**config.mk**
```make
export PLATFORM = sky130hd
export DESIGN_NAME = sector_host_port
export DESIGN_NICKNAME = d
export VERILOG_FILES = /design/src/design/sector_stepper.v /design/src/design/sector_host_port.v
export VERILOG_INCLUDE_DIRS = /design/src /design/src/design
export SDC_FILE = /design/constraint.sdc
export NUM_CORES = 1
export LEC_CHECK = 0
export ABC_AREA = 1
export BUFFER_PORTS_ARGS = -buffer_cell sky130_fd_sc_hd__buf_2
export CAP_MARGIN = 10
export CORE_MARGIN = 3
export CORE_UTILIZATION = 45
export CTS_CLUSTER_DIAMETER = 200
export DETAILED_ROUTE_END_ITERATION = 10
export GPL_TIMING_DRIVEN = 0
export PLACE_DENSITY = 0.66
export SETUP_SLACK_MARGIN = 0.3
export SYNTH_ARGS = -nofsm -noshare
export SYNTH_HDL_FRONTEND = slang
export SYNTH_HIERARCHICAL = 1
export SYNTH_SLANG_ARGS = --single-unit
```
**constraint.sdc**
```tcl
create_clock -name SYS_CLK -period 2.2 [get_ports SYS_CLK]
set_input_delay 0.11 -clock SYS_CLK [delete_from_list [all_inputs] [get_ports SYS_CLK]]
set_output_delay 0.11 -clock SYS_CLK [all_outputs]
set_load 0.05 [all_outputs]
```
**src/design/sector_host_regs.vh**
```
`ifndef SECTOR_HOST_REGS_VH
`define SECTOR_HOST_REGS_VH
// ****************************************
// Register addresses
// ****************************************
`define REG_HEAD_SELECT_LOAD_TRIGGER 8'h3D
`define REG_DRIVE_SELECT_LOAD_TRIGGER 8'h3E
`define REG_SECTOR_NUMBER 8'h20
`define REG_SECTOR_COUNT 8'h21
`define REG_COMMAND 8'h22
// ****************************************
// Command fields
// ****************************************
`define CMD_START_BIT 0
`define CMD_WRITE_BIT 1
// ****************************************
// Status fields
// ****************************************
`define STAT_BUSY_BIT 0
`define STAT_ERROR_BIT 1
`define STAT_TRACK_END_BIT 2
`define STAT_COUNT_ZERO_BIT 3
`define STAT_WRITE_BIT 4
// ****************************************
// Reset values
// ****************************************
`define RST_BYTE 8'h00
`define RST_POINTER 8'h00
// ****************************************
// Timing
// ****************************************
`define RESET_MIN_NS 100
`define CLK_PERIOD_NS 8
`define RESET_MIN_CYCLES ((`RESET_MIN_NS + `CLK_PERIOD_NS - 1) / `CLK_PERIOD_NS)
`endif

```
**src/design/sector_stepper.v**
```verilog
`timescale 1ns/1ps
`default_nettype none
`include "sector_host_regs.vh"
module sector_stepper #(
	parameter WIDTH = 8
) (
	input wire clk,
	input wire arst_n,
	input wire ce,
	input wire load_sector,
	input wire load_count,
	input wire [WIDTH-1:0] din,
	input wire step,
	output reg [WIDTH-1:0] sector,
	output reg [WIDTH-1:0] count
);
	// ****************************************
	// Sector number and remaining count
	// ****************************************
	always @(posedge clk or negedge arst_n) begin
		if (!arst_n) begin
			sector <= {WIDTH{1'b0}};
			count <= {WIDTH{1'b0}};
		end else if (ce) begin
			if (load_sector) begin
				sector <= din;
			end else if (step) begin
				sector <= sector + {{(WIDTH-1){1'b0}}, 1'b1};
			end
			if (load_count) begin
				count <= din;
			end else if (step && count != {WIDTH{1'b0}}) begin
				count <= count - {{(WIDTH-1){1'b0}}, 1'b1};
			end
		end
	end
endmodule
`default_nettype wire

```
**src/design/sector_host_port.v**
```verilog
// Contract
// Multi-sector read begins at the sector number the host loaded.
// Only data-field bytes go to memory; ID and check bytes stay inside.
// After each sector, sector number plus one and count minus one.
// Stop on count reaching zero, end of track, or error.
// One 8-bit shared bus; driven values change only on rising clock.
// Write to address 3D pulses the head-select strobe.
// Write to address 3E pulses the drive-select strobe.
// Busy high during disk read or write, low when it ends.
// System holds reset low at least 100 ns, power-on use only.
// Reset aborts any operation and clears all state at once.
// Register accesses travel over the same byte bus as buffer data.
// Host writes registers only in an I/O cycle with select low.
// Write-not-read low means write, high read; ignored unless selected.
// Port select low reaches pointer or status, high the pointed register.
// Every processor and DMA operation is synchronous to the clock.
// Busy falls in the same cycle the sequence halts.
`timescale 1ns/1ps
`default_nettype none
`include "sector_host_regs.vh"
module sector_host_port #(
	parameter WIDTH = 8
) (
	input wire SYS_CLK,
	input wire ARST_N,
	input wire CE,
	input wire DEVICE_SELECT_N,
	input wire WRITE_NOT_READ,
	input wire PORT_SELECT,
	input wire [7:0] DATA_IN,
	output reg [7:0] DATA_OUT,
	output reg DATA_OE,
	input wire DISK_BYTE_VALID,
	input wire DISK_DATA_FIELD,
	input wire [7:0] DISK_BYTE,
	input wire SECTOR_DONE,
	input wire TRACK_END,
	input wire DISK_ERROR,
	input wire MEM_BYTE_VALID,
	output reg XFER_STROBE,
	output reg [7:0] WRITE_DATA,
	output reg WRITE_DATA_VALID,
	output reg [7:0] CUR_SECTOR,
	output reg HEAD_SELECT_STROBE,
	output reg DRIVE_SELECT_STROBE,
	output reg BUSY
);
	localparam ST_IDLE = 2'b01;
	localparam ST_RUN = 2'b10;

	function is_last;
		input [WIDTH-1:0] cnt;
		begin
			is_last = (cnt <= {{(WIDTH-1){1'b0}}, 1'b1});
		end
	endfunction

	reg [1:0] state;
	reg [1:0] next_state;
	reg [7:0] pointer;
	reg write_mode;
	reg err_flag;
	reg track_flag;
	reg zero_flag;
	reg next_busy;
	reg halt;
	wire [WIDTH-1:0] sector;
	wire [WIDTH-1:0] count;
	reg [7:0] status;
	wire access;
	wire wr_access;
	wire rd_access;
	wire reg_wr;
	wire start_cmd;
	wire step;
	wire send_byte;
	reg [7:0] rd_value;

	// ****************************************
	// Host bus decode
	// ****************************************
	assign access = CE && !DEVICE_SELECT_N;
	assign wr_access = access && !WRITE_NOT_READ;
	assign rd_access = access && WRITE_NOT_READ;
	assign reg_wr = wr_access && PORT_SELECT;
	assign start_cmd = reg_wr && pointer == `REG_COMMAND && DATA_IN[`CMD_START_BIT]
		&& state == ST_IDLE;
	assign step = state == ST_RUN && SECTOR_DONE;
	assign send_byte = state == ST_RUN && !write_mode && DISK_BYTE_VALID
		&& DISK_DATA_FIELD;
	// Status: busy, write mode, and flags of the last halt, the flags cleared at start
	always @* begin
		status = `RST_BYTE;
		status[`STAT_BUSY_BIT] = BUSY;
		status[`STAT_ERROR_BIT] = err_flag;
		status[`STAT_TRACK_END_BIT] = track_flag;
		status[`STAT_COUNT_ZERO_BIT] = zero_flag;
		status[`STAT_WRITE_BIT] = write_mode;
	end

	always @* begin
		rd_value = `RST_BYTE;
		if (!PORT_SELECT) begin
			rd_value = status;
		end else begin
			case (pointer)
				`REG_SECTOR_NUMBER: rd_value = sector[7:0];
				`REG_SECTOR_COUNT: rd_value = count[7:0];
				`REG_COMMAND: rd_value = {6'h00, write_mode, BUSY};
				default: rd_value = `RST_BYTE;
			endcase
		end
	end

	always @(posedge SYS_CLK or negedge ARST_N) begin
		if (!ARST_N) begin
			pointer <= `RST_POINTER;
			HEAD_SELECT_STROBE <= 1'b0;
			DRIVE_SELECT_STROBE <= 1'b0;
		end else if (CE) begin
			HEAD_SELECT_STROBE <= reg_wr && pointer == `REG_HEAD_SELECT_LOAD_TRIGGER;
			DRIVE_SELECT_STROBE <= reg_wr && pointer == `REG_DRIVE_SELECT_LOAD_TRIGGER;
			if (wr_access && !PORT_SELECT) begin
				pointer <= DATA_IN;
			end
		end
	end

	sector_stepper #(
		.WIDTH(WIDTH)
	) u_stepper (
		.clk(SYS_CLK),
		.arst_n(ARST_N),
		.ce(CE),
		.load_sector(reg_wr && pointer == `REG_SECTOR_NUMBER && state == ST_IDLE),
		.load_count(reg_wr && pointer == `REG_SECTOR_COUNT && state == ST_IDLE),
		.din(DATA_IN[WIDTH-1:0]),
		.step(step),
		.sector(sector),
		.count(count)
	);

	// ****************************************
	// Sequencer
	// ****************************************
	always @* begin
		next_state = state;
		next_busy = BUSY;
		halt = 1'b0;
		case (state)
			ST_IDLE: begin
				if (start_cmd) begin
					next_state = ST_RUN;
					next_busy = 1'b1;
				end
			end
			ST_RUN: begin
				halt = DISK_ERROR || TRACK_END || (step && is_last(count))
					|| count == {WIDTH{1'b0}};
				if (halt) begin
					next_state = ST_IDLE;
					next_busy = 1'b0;
				end
			end
			default: begin
				next_state = ST_IDLE;
				next_busy = 1'b0;
			end
		endcase
	end

	always @(posedge SYS_CLK or negedge ARST_N) begin
		if (!ARST_N) begin
			state <= ST_IDLE;
			BUSY <= 1'b0;
			write_mode <= 1'b0;
			err_flag <= 1'b0;
			track_flag <= 1'b0;
			zero_flag <= 1'b0;
			CUR_SECTOR <= `RST_BYTE;
		end else if (CE) begin
			state <= next_state;
			BUSY <= next_busy;
			CUR_SECTOR <= sector[7:0];
			if (start_cmd) begin
				write_mode <= DATA_IN[`CMD_WRITE_BIT];
				err_flag <= 1'b0;
				track_flag <= 1'b0;
				zero_flag <= 1'b0;
			end else if (halt) begin
				err_flag <= DISK_ERROR;
				track_flag <= TRACK_END;
				zero_flag <= (step && is_last(count)) || count == {WIDTH{1'b0}};
			end
		end
	end

	// ****************************************
	// Shared byte bus and write data
	// ****************************************
	always @(posedge SYS_CLK or negedge ARST_N) begin
		if (!ARST_N) begin
			DATA_OUT <= `RST_BYTE;
			DATA_OE <= 1'b0;
			XFER_STROBE <= 1'b0;
			WRITE_DATA <= `RST_BYTE;
			WRITE_DATA_VALID <= 1'b0;
		end else if (CE) begin
			XFER_STROBE <= send_byte;
			WRITE_DATA_VALID <= 1'b0;
			if (send_byte) begin
				DATA_OUT <= DISK_BYTE;
				DATA_OE <= 1'b1;
			end else if (rd_access) begin
				DATA_OUT <= rd_value;
				DATA_OE <= 1'b1;
			end else begin
				DATA_OE <= 1'b0;
			end
			if (state == ST_RUN && write_mode && MEM_BYTE_VALID) begin
				WRITE_DATA <= DATA_IN;
				WRITE_DATA_VALID <= 1'b1;
			end
		end
	end
endmodule
`default_nettype wire

```
==> impl_metrics.ini, run 1 <==
[power_and_ir_drop]
power.sequential.fraction_pct = 43.4
clock_power_share_pct = 36.0
power.switching_fraction_pct = 32.8
p_total_mw = 2.85
power_per_cell_area_mw_per_mm2 = 694
total_switching_power_mw = 0.936
pwr-share-comb_pct = 20.6
lkg_pwr_nw = 2.18
peakVddDrop_mv = 0.444
cell_internal_pwr_mw = 1.92

[sta]
clock.fmax_mhz = 557
finalHoldViolCount = 0
fin_skew_ns = 0.00857
final.setup.tns_ns = 0
rsz0062_at_grt = yes
tightest_slew_margin_relative_to_the_limit_pct = 53.8
tightestPinTransition_ns = 0.693
final-setup-viol-count = 0
final-max-slew-violation-count = 0
layout_worst_path_cycle_share_pct = 81.5
timing.final.crit_period_ns = 1.79

[detailed_routing]
remaining_drc_errors = 0
wl_per_cell_um = 14.4
num_vias = 3238
drt_wl_total_mm = 9.05
detail-route-antenna-nets = 0
drt_iter0_markers = 186
detail_route.vias_per_cell = 5.14
dr.pass1.iters = 5

[cts]
worst_skew_pair.late_latency_ns = 0.35
clk_transition_reported_paths_ns = 0.07
clock_sinks = 59
clock_tree.root_cell = sky130_fd_sc_hd__clkbuf_8
num_cts_buffers = 9
h-tree-depth = 3
clk_path_buf_depth = 2
tritoncts = done

[place]
dp_hpwl_mm = 6.65
gp_congestion = 0.914
placement.cell_area_mm2 = 0.00375
port_buffers = 56

[die]
ios = 58
die_area_mm2 = 0.00847
chip_height_um = 92.1
placementRows = 30
chipWidth_um = 92.1
initial_core_util_pct = 47.7
fp.coreArea_mm2 = 0.00698

[critical_path]
critPathMaxFanout = 5
worst-endpoint-arrival_ns = 2.04
critPathKind = flip-flop to flip-flop
critical_path.endpoint_type = flip-flop
timing.critical_path.from_type = flip-flop
required_ns = 2.44

[synth]
yosys_warnings = 6
synth.avg_cell_area_um2 = 7.44
synth_seq_cells = 59
yosys_cell_types = 38
net_count_synth = 479
post_syn_area_mm2 = 0.00333
seq_area_frac_synth_pct = 44.3
synth_async_sr_flop_share_pct = 100
syn-instance-count = 448
number_of_enable_flip_flop_cells_after_synthesis = 0
dominantRegCellSynth = sky130_fd_sc_hd__dfrtp_1

[cells_and_area]
final_design_area_no_fill_mm2 = 0.00412
antenna_cells_inserted = 0
layout_common_cells = sky130_fd_sc_hd__nand2_1, sky130_fd_sc_hd__buf_2, sky130_fd_sc_hd__dfrtp_1, sky130_fd_sc_hd__nand3_1, sky130_fd_sc_hd__inv_1
synthToLayoutAreaGrowth_pct = 23.5
postLayoutCoreUtil_pct = 58.9
design.final.nets = 560
post_route_cells_drive_above_1_share_pct = 26.4
layout_commonest_cell = sky130_fd_sc_hd__nand2_1

[job]
max_cap_violations = 0

[global_routing]
number_of_antenna_violations_at_the_first_check_in_global_routing = 0
globalRouteMet3Util_pct = 5.58
grt_use_met2_pct = 33.9
global_route_hottest_layer = met2
first_pass_grt_wire_length_mm = 14.9
grt_max_degree = 33
global_route.overflow_total = 0
met1_usage_pct = 30.8
grtUsageTotal_pct = 22.3
first_global_vias = 3115

[min_path]
worst_hold_check_path_type = input port to flip-flop

[run_status]
outcome = completed
critical path, cell delays in order (launching register included):
cell and delay (ns):
sky130_fd_sc_hd__dfstp_2 0.53, sky130_fd_sc_hd__inv_1 0.06, sky130_fd_sc_hd__nor2_2 0.10, sky130_fd_sc_hd__inv_1 0.07
sky130_fd_sc_hd__nor2_2 0.10, sky130_fd_sc_hd__inv_1 0.07, sky130_fd_sc_hd__nor2_2 0.10, sky130_fd_sc_hd__buf_6 0.13
sky130_fd_sc_hd__o21ai_2 0.08, sky130_fd_sc_hd__buf_4 0.17, sky130_fd_sc_hd__a21oi_1 0.11, sky130_fd_sc_hd__nand2_1 0.07
sky130_fd_sc_hd__o21ai_2 0.05, sky130_fd_sc_hd__inv_1 0.05
worst paths after layout:
kind	start	endpoint	slack (ns)	depth (start not counted)
setup / recovery	state[0]	u_stepper/sector[5]	0.41	13
hold / removal	TRACK_END	track_flag	0.03	3
setup reg to reg	state[0]	u_stepper/sector[5]	0.41	13
hold reg to reg	state[0]	state[0]	0.47	2
max in group asynchronous	ARST_N	u_stepper/sector[4]	1.25	3
min in group asynchronous	ARST_N	HEAD_SELECT_STROBE	0.34	2
layer usage:
layer	wire length (um)	part of all wire, %
met5	0	0
met2	4200	46
met4	178	2.0
met1	4120	46
met3	553	6.1
cell type report:
cell class	instances	area, um2
sequential	59	1480
tap	96	120
multi-input combinational	327	1610
inverter	48	188
buffer	14	119
clock inverter	6	63.8
fill	694	2870
clock buffer	10	138
timing repair buffer	70	398
repair_timing:
action,4_1_cts,5_1_grt
hold endpoints to repair,26,0
resized for setup,8,14
cloned,0,1
setup endpoints to repair,15,16
setup buffers,5,6
hold buffers,1,0
pin swaps,3,4
Yosys cell counts, drive strengths merged (2+ instances only):
master | n | share of area, %
buf | 12 | 3.0
dfrtp | 58 | 44
nor2 | 56 | 7.9
ha | 3 | 1.1
nand2 | 144 | 16
a32o | 2 | 0.60
nor3 | 2 | 0.45
nand4 | 3 | 0.56
o21ai | 40 | 6.2
nand3 | 49 | 8.2
clkbuf | 2 | 0.23
xor2 | 2 | 0.53
inv | 48 | 5.6
a21oi | 18 | 3.2
power groups by stage:
| stage | sequential, mW | combinational, mW | clock, mW |
|---|---|---|---|
| finish | 1.24 | 0.589 | 1.03 |
| floorplan | 1.35 | 0.276 | 0 |
| global placement | 1.25 | 0.519 | 0 |
| CTS | 1.24 | 0.567 | 1.04 |
| global route | 1.25 | 0.651 | 1.10 |
| detailed placement | 1.26 | 0.533 | 0 |
through the flow:
| step | worst slack [ns] | std cells | hold slack, ns |
|---|---|---|---|
| 2_1_floorplan | 0.369 | 448 | -0.186 |
| 3_3_place_gp | 0.169 | 600 | 0.373 |
| 3_5_place_dp | 0.162 | 601 | 0.193 |
| 4_1_cts | 0.312 | 623 | 0.0195 |
| 5_1_grt | 0.251 | 630 | 0.0412 |
| 6_report | 0.406 | 630 | 0.0317 |
state kept, by name (all words and copies together) (netlist names):
signal and flops:
CUR_SECTOR 8, DATA_OUT 8, WRITE_DATA 8, pointer 8, u_stepper/count 8, u_stepper/sector 8, BUSY 1, DATA_OE 1
DRIVE_SELECT_STROBE 1, HEAD_SELECT_STROBE 1, WRITE_DATA_VALID 1, XFER_STROBE 1, err_flag 1, state 1, track_flag 1, write_mode 1
zero_flag 1
logic make-up after synthesis:
group                      Yosys count  synth area share (%)
and+or+nand+nor                    256                  33.9
buffers and inverters               62                  8.75
adders and majority gates            3                  1.13
xor gates and xnor gates             2                 0.526
DFF                                 59                  44.3
muxes                                1                 0.300
AOI/OAI and AO/OA                   65                  11.0
Power figures use the tool's default switching activity.
==> run 2, diff against run 1 <==
- PLACE_DENSITY: 0.66 -> 0.69
- clock period: 2.2 -> 1.5 ns (I/O delays scaled with it)
==> run 2 against run 1 <==
The flow now finishes with violations (setup timing). Clock power increased by 24%. Worst hold slack got worse by 0.018 ns. Clock-buffer cell count unchanged. Critical path type unchanged. Largest cell class unchanged.
==> impl_metrics.ini, run 2 (same netlist as run 1, synthesis figures left out) <==
[global_routing]
number_of_antenna_violations_at_the_first_check_in_global_routing = 0
global_route.overflow_total = 0
grtUsageTotal_pct = 22.8
first_pass_grt_wire_length_mm = 15.3
grt_max_degree = 33
first_global_vias = 3197

[cells_and_area]
post_route_cells_drive_above_1_share_pct = 37.3
multi_input_combinational_cell_area_mm2 = 0.00183
synthToLayoutAreaGrowth_pct = 38.7
antenna_cells_inserted = 0
layout_commonest_cell = sky130_fd_sc_hd__nand2_1
sequential_cell_area_mm2 = 0.00148
layout_common_cells = sky130_fd_sc_hd__nand2_1, sky130_fd_sc_hd__buf_2, sky130_fd_sc_hd__dfrtp_1, sky130_fd_sc_hd__nand3_1, sky130_fd_sc_hd__inv_1
fin_cells = 654
fillerInstances = 629
design.final.nets = 585

[critical_path]
reg2regPathDepth = 13
critPathKind = flip-flop to flip-flop
cpLargestDelayFamily = flip-flops
timing.critical_path.cells = inv_2, nor2_4, inv_2, nor2_4, inv_2, nor2_2, buf_6, o21ai_4, buf_6, a21oi_2, nand2_1, o21ai_1, inv_1
worst_path_max_delay_cell = sky130_fd_sc_hd__dfstp_2
critPathMaxFanout = 5
critical_path.most_common_cell = sky130_fd_sc_hd__inv_2
worst_r2r_endpoint = u_stepper/sector[5]
timing.critical_path.from_type = flip-flop
regToRegStartpoint = state[0]
worst-endpoint-arrival_ns = 1.98
number_of_buffers_and_inverters_on_the_critical_path = 6
r2r_setup_slack_ns = -0.25
critical_path.endpoint_type = flip-flop
required_ns = 1.74
slowest_delay_ns = 0.54

[job]
max_cap_violations = 0

[min_path]
timing.hold.worst_path_depth = 3
timing.hold.worst_endpoint = DATA_OUT[7]
hold_path.startpoint = DISK_BYTE[7]
worst_hold_check_path_type = input port to flip-flop

[die]
placementRows = 30
fp.coreArea_mm2 = 0.00698
chip_height_um = 92.1
die_area_mm2 = 0.00847
ios = 58
initial_core_util_pct = 47.7
chipWidth_um = 92.1

[detailed_routing]
wl_per_cell_um = 14.8
num_vias = 3410
detail_route.vias_per_cell = 5.21
detail-route-antenna-nets = 0
dr.pass1.iters = 7
drt_wl_total_mm = 9.66
drt_iter0_markers = 179
remaining_drc_errors = 0

[cts]
clk_path_buf_depth = 2
h-tree-depth = 3
worst_skew_pair.late_latency_ns = 0.35
num_cts_buffers = 9
clock_sinks = 59
clk_transition_reported_paths_ns = 0.07
clock_tree.root_cell = sky130_fd_sc_hd__clkbuf_8
tritoncts = done

[sta]
tightest_slew_margin_relative_to_the_limit_pct = 55.9
rsz0062_at_grt = yes
fin_skew_ns = 0.00868
final-max-slew-violation-count = 0
final-setup-viol-count = 39
clock.fmax_mhz = 573
final_critical_path_setup_slack_ns = -0.245
tightestPinTransition_ns = 0.662
timing.final.crit_period_ns = 1.75
layout_worst_path_cycle_share_pct = 116
finalHoldViolCount = 0

[power_and_ir_drop]
p_total_mw = 4.13
power_per_cell_area_mw_per_mm2 = 894
lkg_pwr_nw = 2.38
peakVddDrop_mv = 0.571

[run_status]
outcome = finished, violations left
violations = setup timing

[place]
dp_hpwl_mm = 6.38
dp_cells = 601
gp_congestion = 0.869
port_buffers = 56
## run 2: cell count changes in the layout (fill, tap and decap cells not counted), moves of 6 or more
cell and change:
sky130_fd_sc_hd__nor2_1 -6, sky130_fd_sc_hd__nand2_1 -19, sky130_fd_sc_hd__o21ai_2 +7, sky130_fd_sc_hd__nand2_2 +14, sky130_fd_sc_hd__nand3_1 -6, sky130_fd_sc_hd__buf_6 +19
## run 2: area by class of cell
cell class | instances | share of cell area (%)
timing repair inverter | 2 | 0.379
clock inverter | 5 | 0.650
inverter | 48 | 4.39
buffer | 14 | 3.25
sequential | 59 | 32.0
tap | 96 | 2.60
multi-input combinational | 327 | 39.6
clock buffer | 10 | 2.98
timing repair buffer | 93 | 14.2
## run 2: timing repair
action / in CTS / in global routing
cloned: 8 / 0
gates resized for setup: 59 / 42
setup endpoints to repair: 41 / 42
hold buffers: 3 / 0
hold endpoints to repair: 29 / 0
pin swaps: 16 / 20
buffers inserted: 21 / 6
## run 2: metrics by stage
stage	area, um2	util, %	setup WS, ns	hold WS [ns]	TNS, ns
global route	4620	66.2	-0.353	0.0220	-8.73
CTS	4410	63.2	-0.229	0.0120	-2.76
global placement	3800	54.4	-0.423	0.325	-5.85
floorplan	3400	-	-0.132	-0.221	-1.49
finish	4620	66.2	-0.245	0.0141	-6.10
detailed placement	3820	54.7	-0.444	0.145	-5.99
## run 2: worst register-to-register path: cells and delay by family (launching register included)
family	cells	cell delay, ns
buffers and inverters	6	0.49
AO/OA/AOI/OAI	3	0.24
flip-flops	1	0.54
AND/OR/NAND/NOR	4	0.37
## run 2: worst max-delay path by stage
stage,from,endpoint,slack (ns),depth (start not counted)
after floorplan,state[0],u_stepper/sector[5],-0.13,13
after global routing,state[0],u_stepper/sector[5],-0.35,13
after CTS,state[0],u_stepper/sector[5],-0.23,13
final,state[0],u_stepper/sector[5],-0.25,13
after global placement,CE,u_stepper/count[4],-0.42,14
after detailed placement,CE,u_stepper/count[5],-0.44,14
## run 2: where the power goes
part / switching, mW / internal [mW]
clock: 0.651 / 0.625
sequential: 0.102 / 1.72
combinational: 0.659 / 0.373
total: 1.41 / 2.72
## run 2: metal layers
metal	GRT usage, %	up-vias	share of wire, %
met5	0	-	0
met1	29.9	1644	44
met4	8.66	0	1.8
met2	37.5	99	48
li1	-	1651	-
met3	3.94	16	5.2
==> run 3, diff against run 2 <==
- CORE_MARGIN: 3 -> default
==> run 3 against run 2 <==
The run still ends with setup timing left. Clock-buffer cell count up 3. Critical path depth is 1 lower. Clock skew down 0.00066 ns. Via count grew 0.91%. Cell count is 1.8% higher. Final area rose by 2.2%. Clock power rose by 4%. Sequential power barely moved. Sequential share of layout area is 0.66 points lower. Flip-flop and latch count is the same. Largest cell class unchanged. Largest power group unchanged.
==> impl_metrics.ini, run 3 (same netlist as run 1, synthesis figures left out) <==
[run_status]
outcome = finished, violations left
violations = setup timing

[sta]
layout_worst_path_cycle_share_pct = 117
final.setup.tns_ns = -5.14
tightest_slew_margin_relative_to_the_limit_pct = 57.5
tightestPinTransition_ns = 0.637
timing.final.crit_period_ns = 1.75
final_critical_path_setup_slack_ns = -0.251
final-max-slew-violation-count = 0
final-setup-viol-count = 37
fin_skew_ns = 0.00802
finalHoldViolCount = 0
rsz0062_at_grt = yes
clock.fmax_mhz = 571
fin_hold_ws_ns = 0.0138

[critical_path]
cpLargestDelayFamily = buffers and inverters
critPathMaxFanout = 6
critical_path.most_common_cell = sky130_fd_sc_hd__buf_4
worst_path_max_delay_cell = sky130_fd_sc_hd__dfstp_2
timing.critical_path.from_type = flip-flop
worst-endpoint-arrival_ns = 1.97
reg2regPathDepth = 12
required_ns = 1.72
r2r_setup_slack_ns = -0.25
number_of_buffers_and_inverters_on_the_critical_path = 8
critical_path.endpoint_type = flip-flop
slowest_delay_ns = 0.55
timing.critical_path.cells = inv_2, nor2_4, buf_4, buf_6, buf_4, buf_4, buf_4, buf_6, buf_6, nand3_4, nand3_2, o21ai_1
critPathKind = flip-flop to flip-flop
worst_r2r_endpoint = zero_flag
regToRegStartpoint = state[0]

[die]
initial_core_util_pct = 46.2
chip_height_um = 88.1
placementRows = 31
chipWidth_um = 88.1
fp.coreArea_mm2 = 0.00721
ios = 58
die_area_mm2 = 0.00775

[cells_and_area]
antenna_cells_inserted = 0
layout_common_cells = sky130_fd_sc_hd__nand2_1, sky130_fd_sc_hd__buf_2, sky130_fd_sc_hd__dfrtp_1, sky130_fd_sc_hd__nor2_1
multi_input_combinational_cell_area_mm2 = 0.00183
fin_cells = 666
design.final.nets = 594
sequential_cell_area_mm2 = 0.00148
synthToLayoutAreaGrowth_pct = 41.8
fillerInstances = 627
layout_commonest_cell = sky130_fd_sc_hd__nand2_1
post_route_cells_drive_above_1_share_pct = 37.0

[cts]
clock_tree.root_cell = sky130_fd_sc_hd__clkbuf_8
clk_path_buf_depth = 2
clock_sinks = 59
tritoncts = done
clk_transition_reported_paths_ns = 0.07
h-tree-depth = 3
worst_skew_pair.late_latency_ns = 0.33
num_cts_buffers = 9

[detailed_routing]
met2WireLength_mm = 4.69
detail-route-antenna-nets = 0
dr.pass1.iters = 6
detail_route.vias_per_cell = 5.17
drt_wl_total_mm = 9.94
num_vias = 3441
routed.top_layer = met4
wl_met1_mm = 4.43
wl_per_cell_um = 14.9
drt_iter0_markers = 210
met3_length_um = 511
remaining_drc_errors = 0

[min_path]
timing.hold.worst_path_depth = 3
worst_hold_check_path_type = input port to flip-flop
hold_path.startpoint = DISK_BYTE[5]
timing.hold.worst_endpoint = DATA_OUT[5]

[global_routing]
number_of_antenna_violations_at_the_first_check_in_global_routing = 0
grt_max_degree = 34
first_global_vias = 3128
global_route.overflow_total = 0
first_pass_grt_wire_length_mm = 15.6
grtUsageTotal_pct = 27.0

[place]
gp_congestion = 0.887
port_buffers = 56
dp_hpwl_mm = 6.40
dp_cells = 604
place_ws_ns = -0.421

[power_and_ir_drop]
lkg_pwr_nw = 2.43
p_total_mw = 4.40
power_per_cell_area_mw_per_mm2 = 932
peakVddDrop_mv = 0.570

[job]
max_cap_violations = 0
[run 3: layout make-up]
| type | instances | share of cell area, % |
|---|---|---|
| plain buffers | 14 | 3.15 |
| clock buffers | 13 | 3.58 |
| clock inverters | 2 | 0.212 |
| inverters | 48 | 4.34 |
| multi-input cells | 328 | 38.7 |
| flip-flops and latches | 59 | 31.3 |
| well taps | 99 | 2.62 |
| repair buffers | 102 | 15.9 |
| repair inverters | 1 | 0.185 |
[run 3: worst max path at each step]
stage,from,end,cells past startpoint
final,state[0],zero_flag,12
after global routing,state[0],u_stepper/sector[5],13
after CTS,state[0],u_stepper/sector[5],13
after detailed placement,CE,u_stepper/count[4],14
after global placement,CE,u_stepper/count[7],14
after floorplan,state[0],u_stepper/sector[5],13
[run 3: repair_timing]
item	CTS	global route
hold buffers	3	0
pin swaps	20	15
endpoints found under the hold margin	28	0
gates cloned	7	1
gates resized for setup	48	41
setup endpoints to repair	41	42
buffers inserted	25	11
[run 3: where the power goes]
part	leakage [nW]	internal, mW	switching [mW]	total, mW
Clock	0.0953	0.721	0.609	1.33
Combinational	1.56	0.521	0.718	1.24
Sequential	0.780	1.72	0.109	1.83
[run 3: through the flow]
stage                     utilization (%)  area, um2
after global routing                 65.5       4720
after global placement               52.7       3800
after floorplan                         -       3400
final                                65.5       4720
after detailed placement             53.0       3820
after CTS                            62.1       4480
[run 3: worst register-to-register path: stages (launching register included)]
cell and delay [ns]:
sky130_fd_sc_hd__dfstp_2 0.55, sky130_fd_sc_hd__inv_2 0.05, sky130_fd_sc_hd__nor2_4 0.09, sky130_fd_sc_hd__buf_4 0.12
sky130_fd_sc_hd__buf_6 0.08, sky130_fd_sc_hd__buf_4 0.09, sky130_fd_sc_hd__buf_4 0.09, sky130_fd_sc_hd__buf_4 0.10
sky130_fd_sc_hd__buf_6 0.09, sky130_fd_sc_hd__buf_6 0.10, sky130_fd_sc_hd__nand3_4 0.12, sky130_fd_sc_hd__nand3_2 0.10
sky130_fd_sc_hd__o21ai_1 0.07
[run 3: routing by layer]
layer	vias to the layer above	track usage (%)
met5	-	0
met4	0	11.1
met3	28	5.94
met2	125	44.0
met1	1613	34.9
li1	1675	-
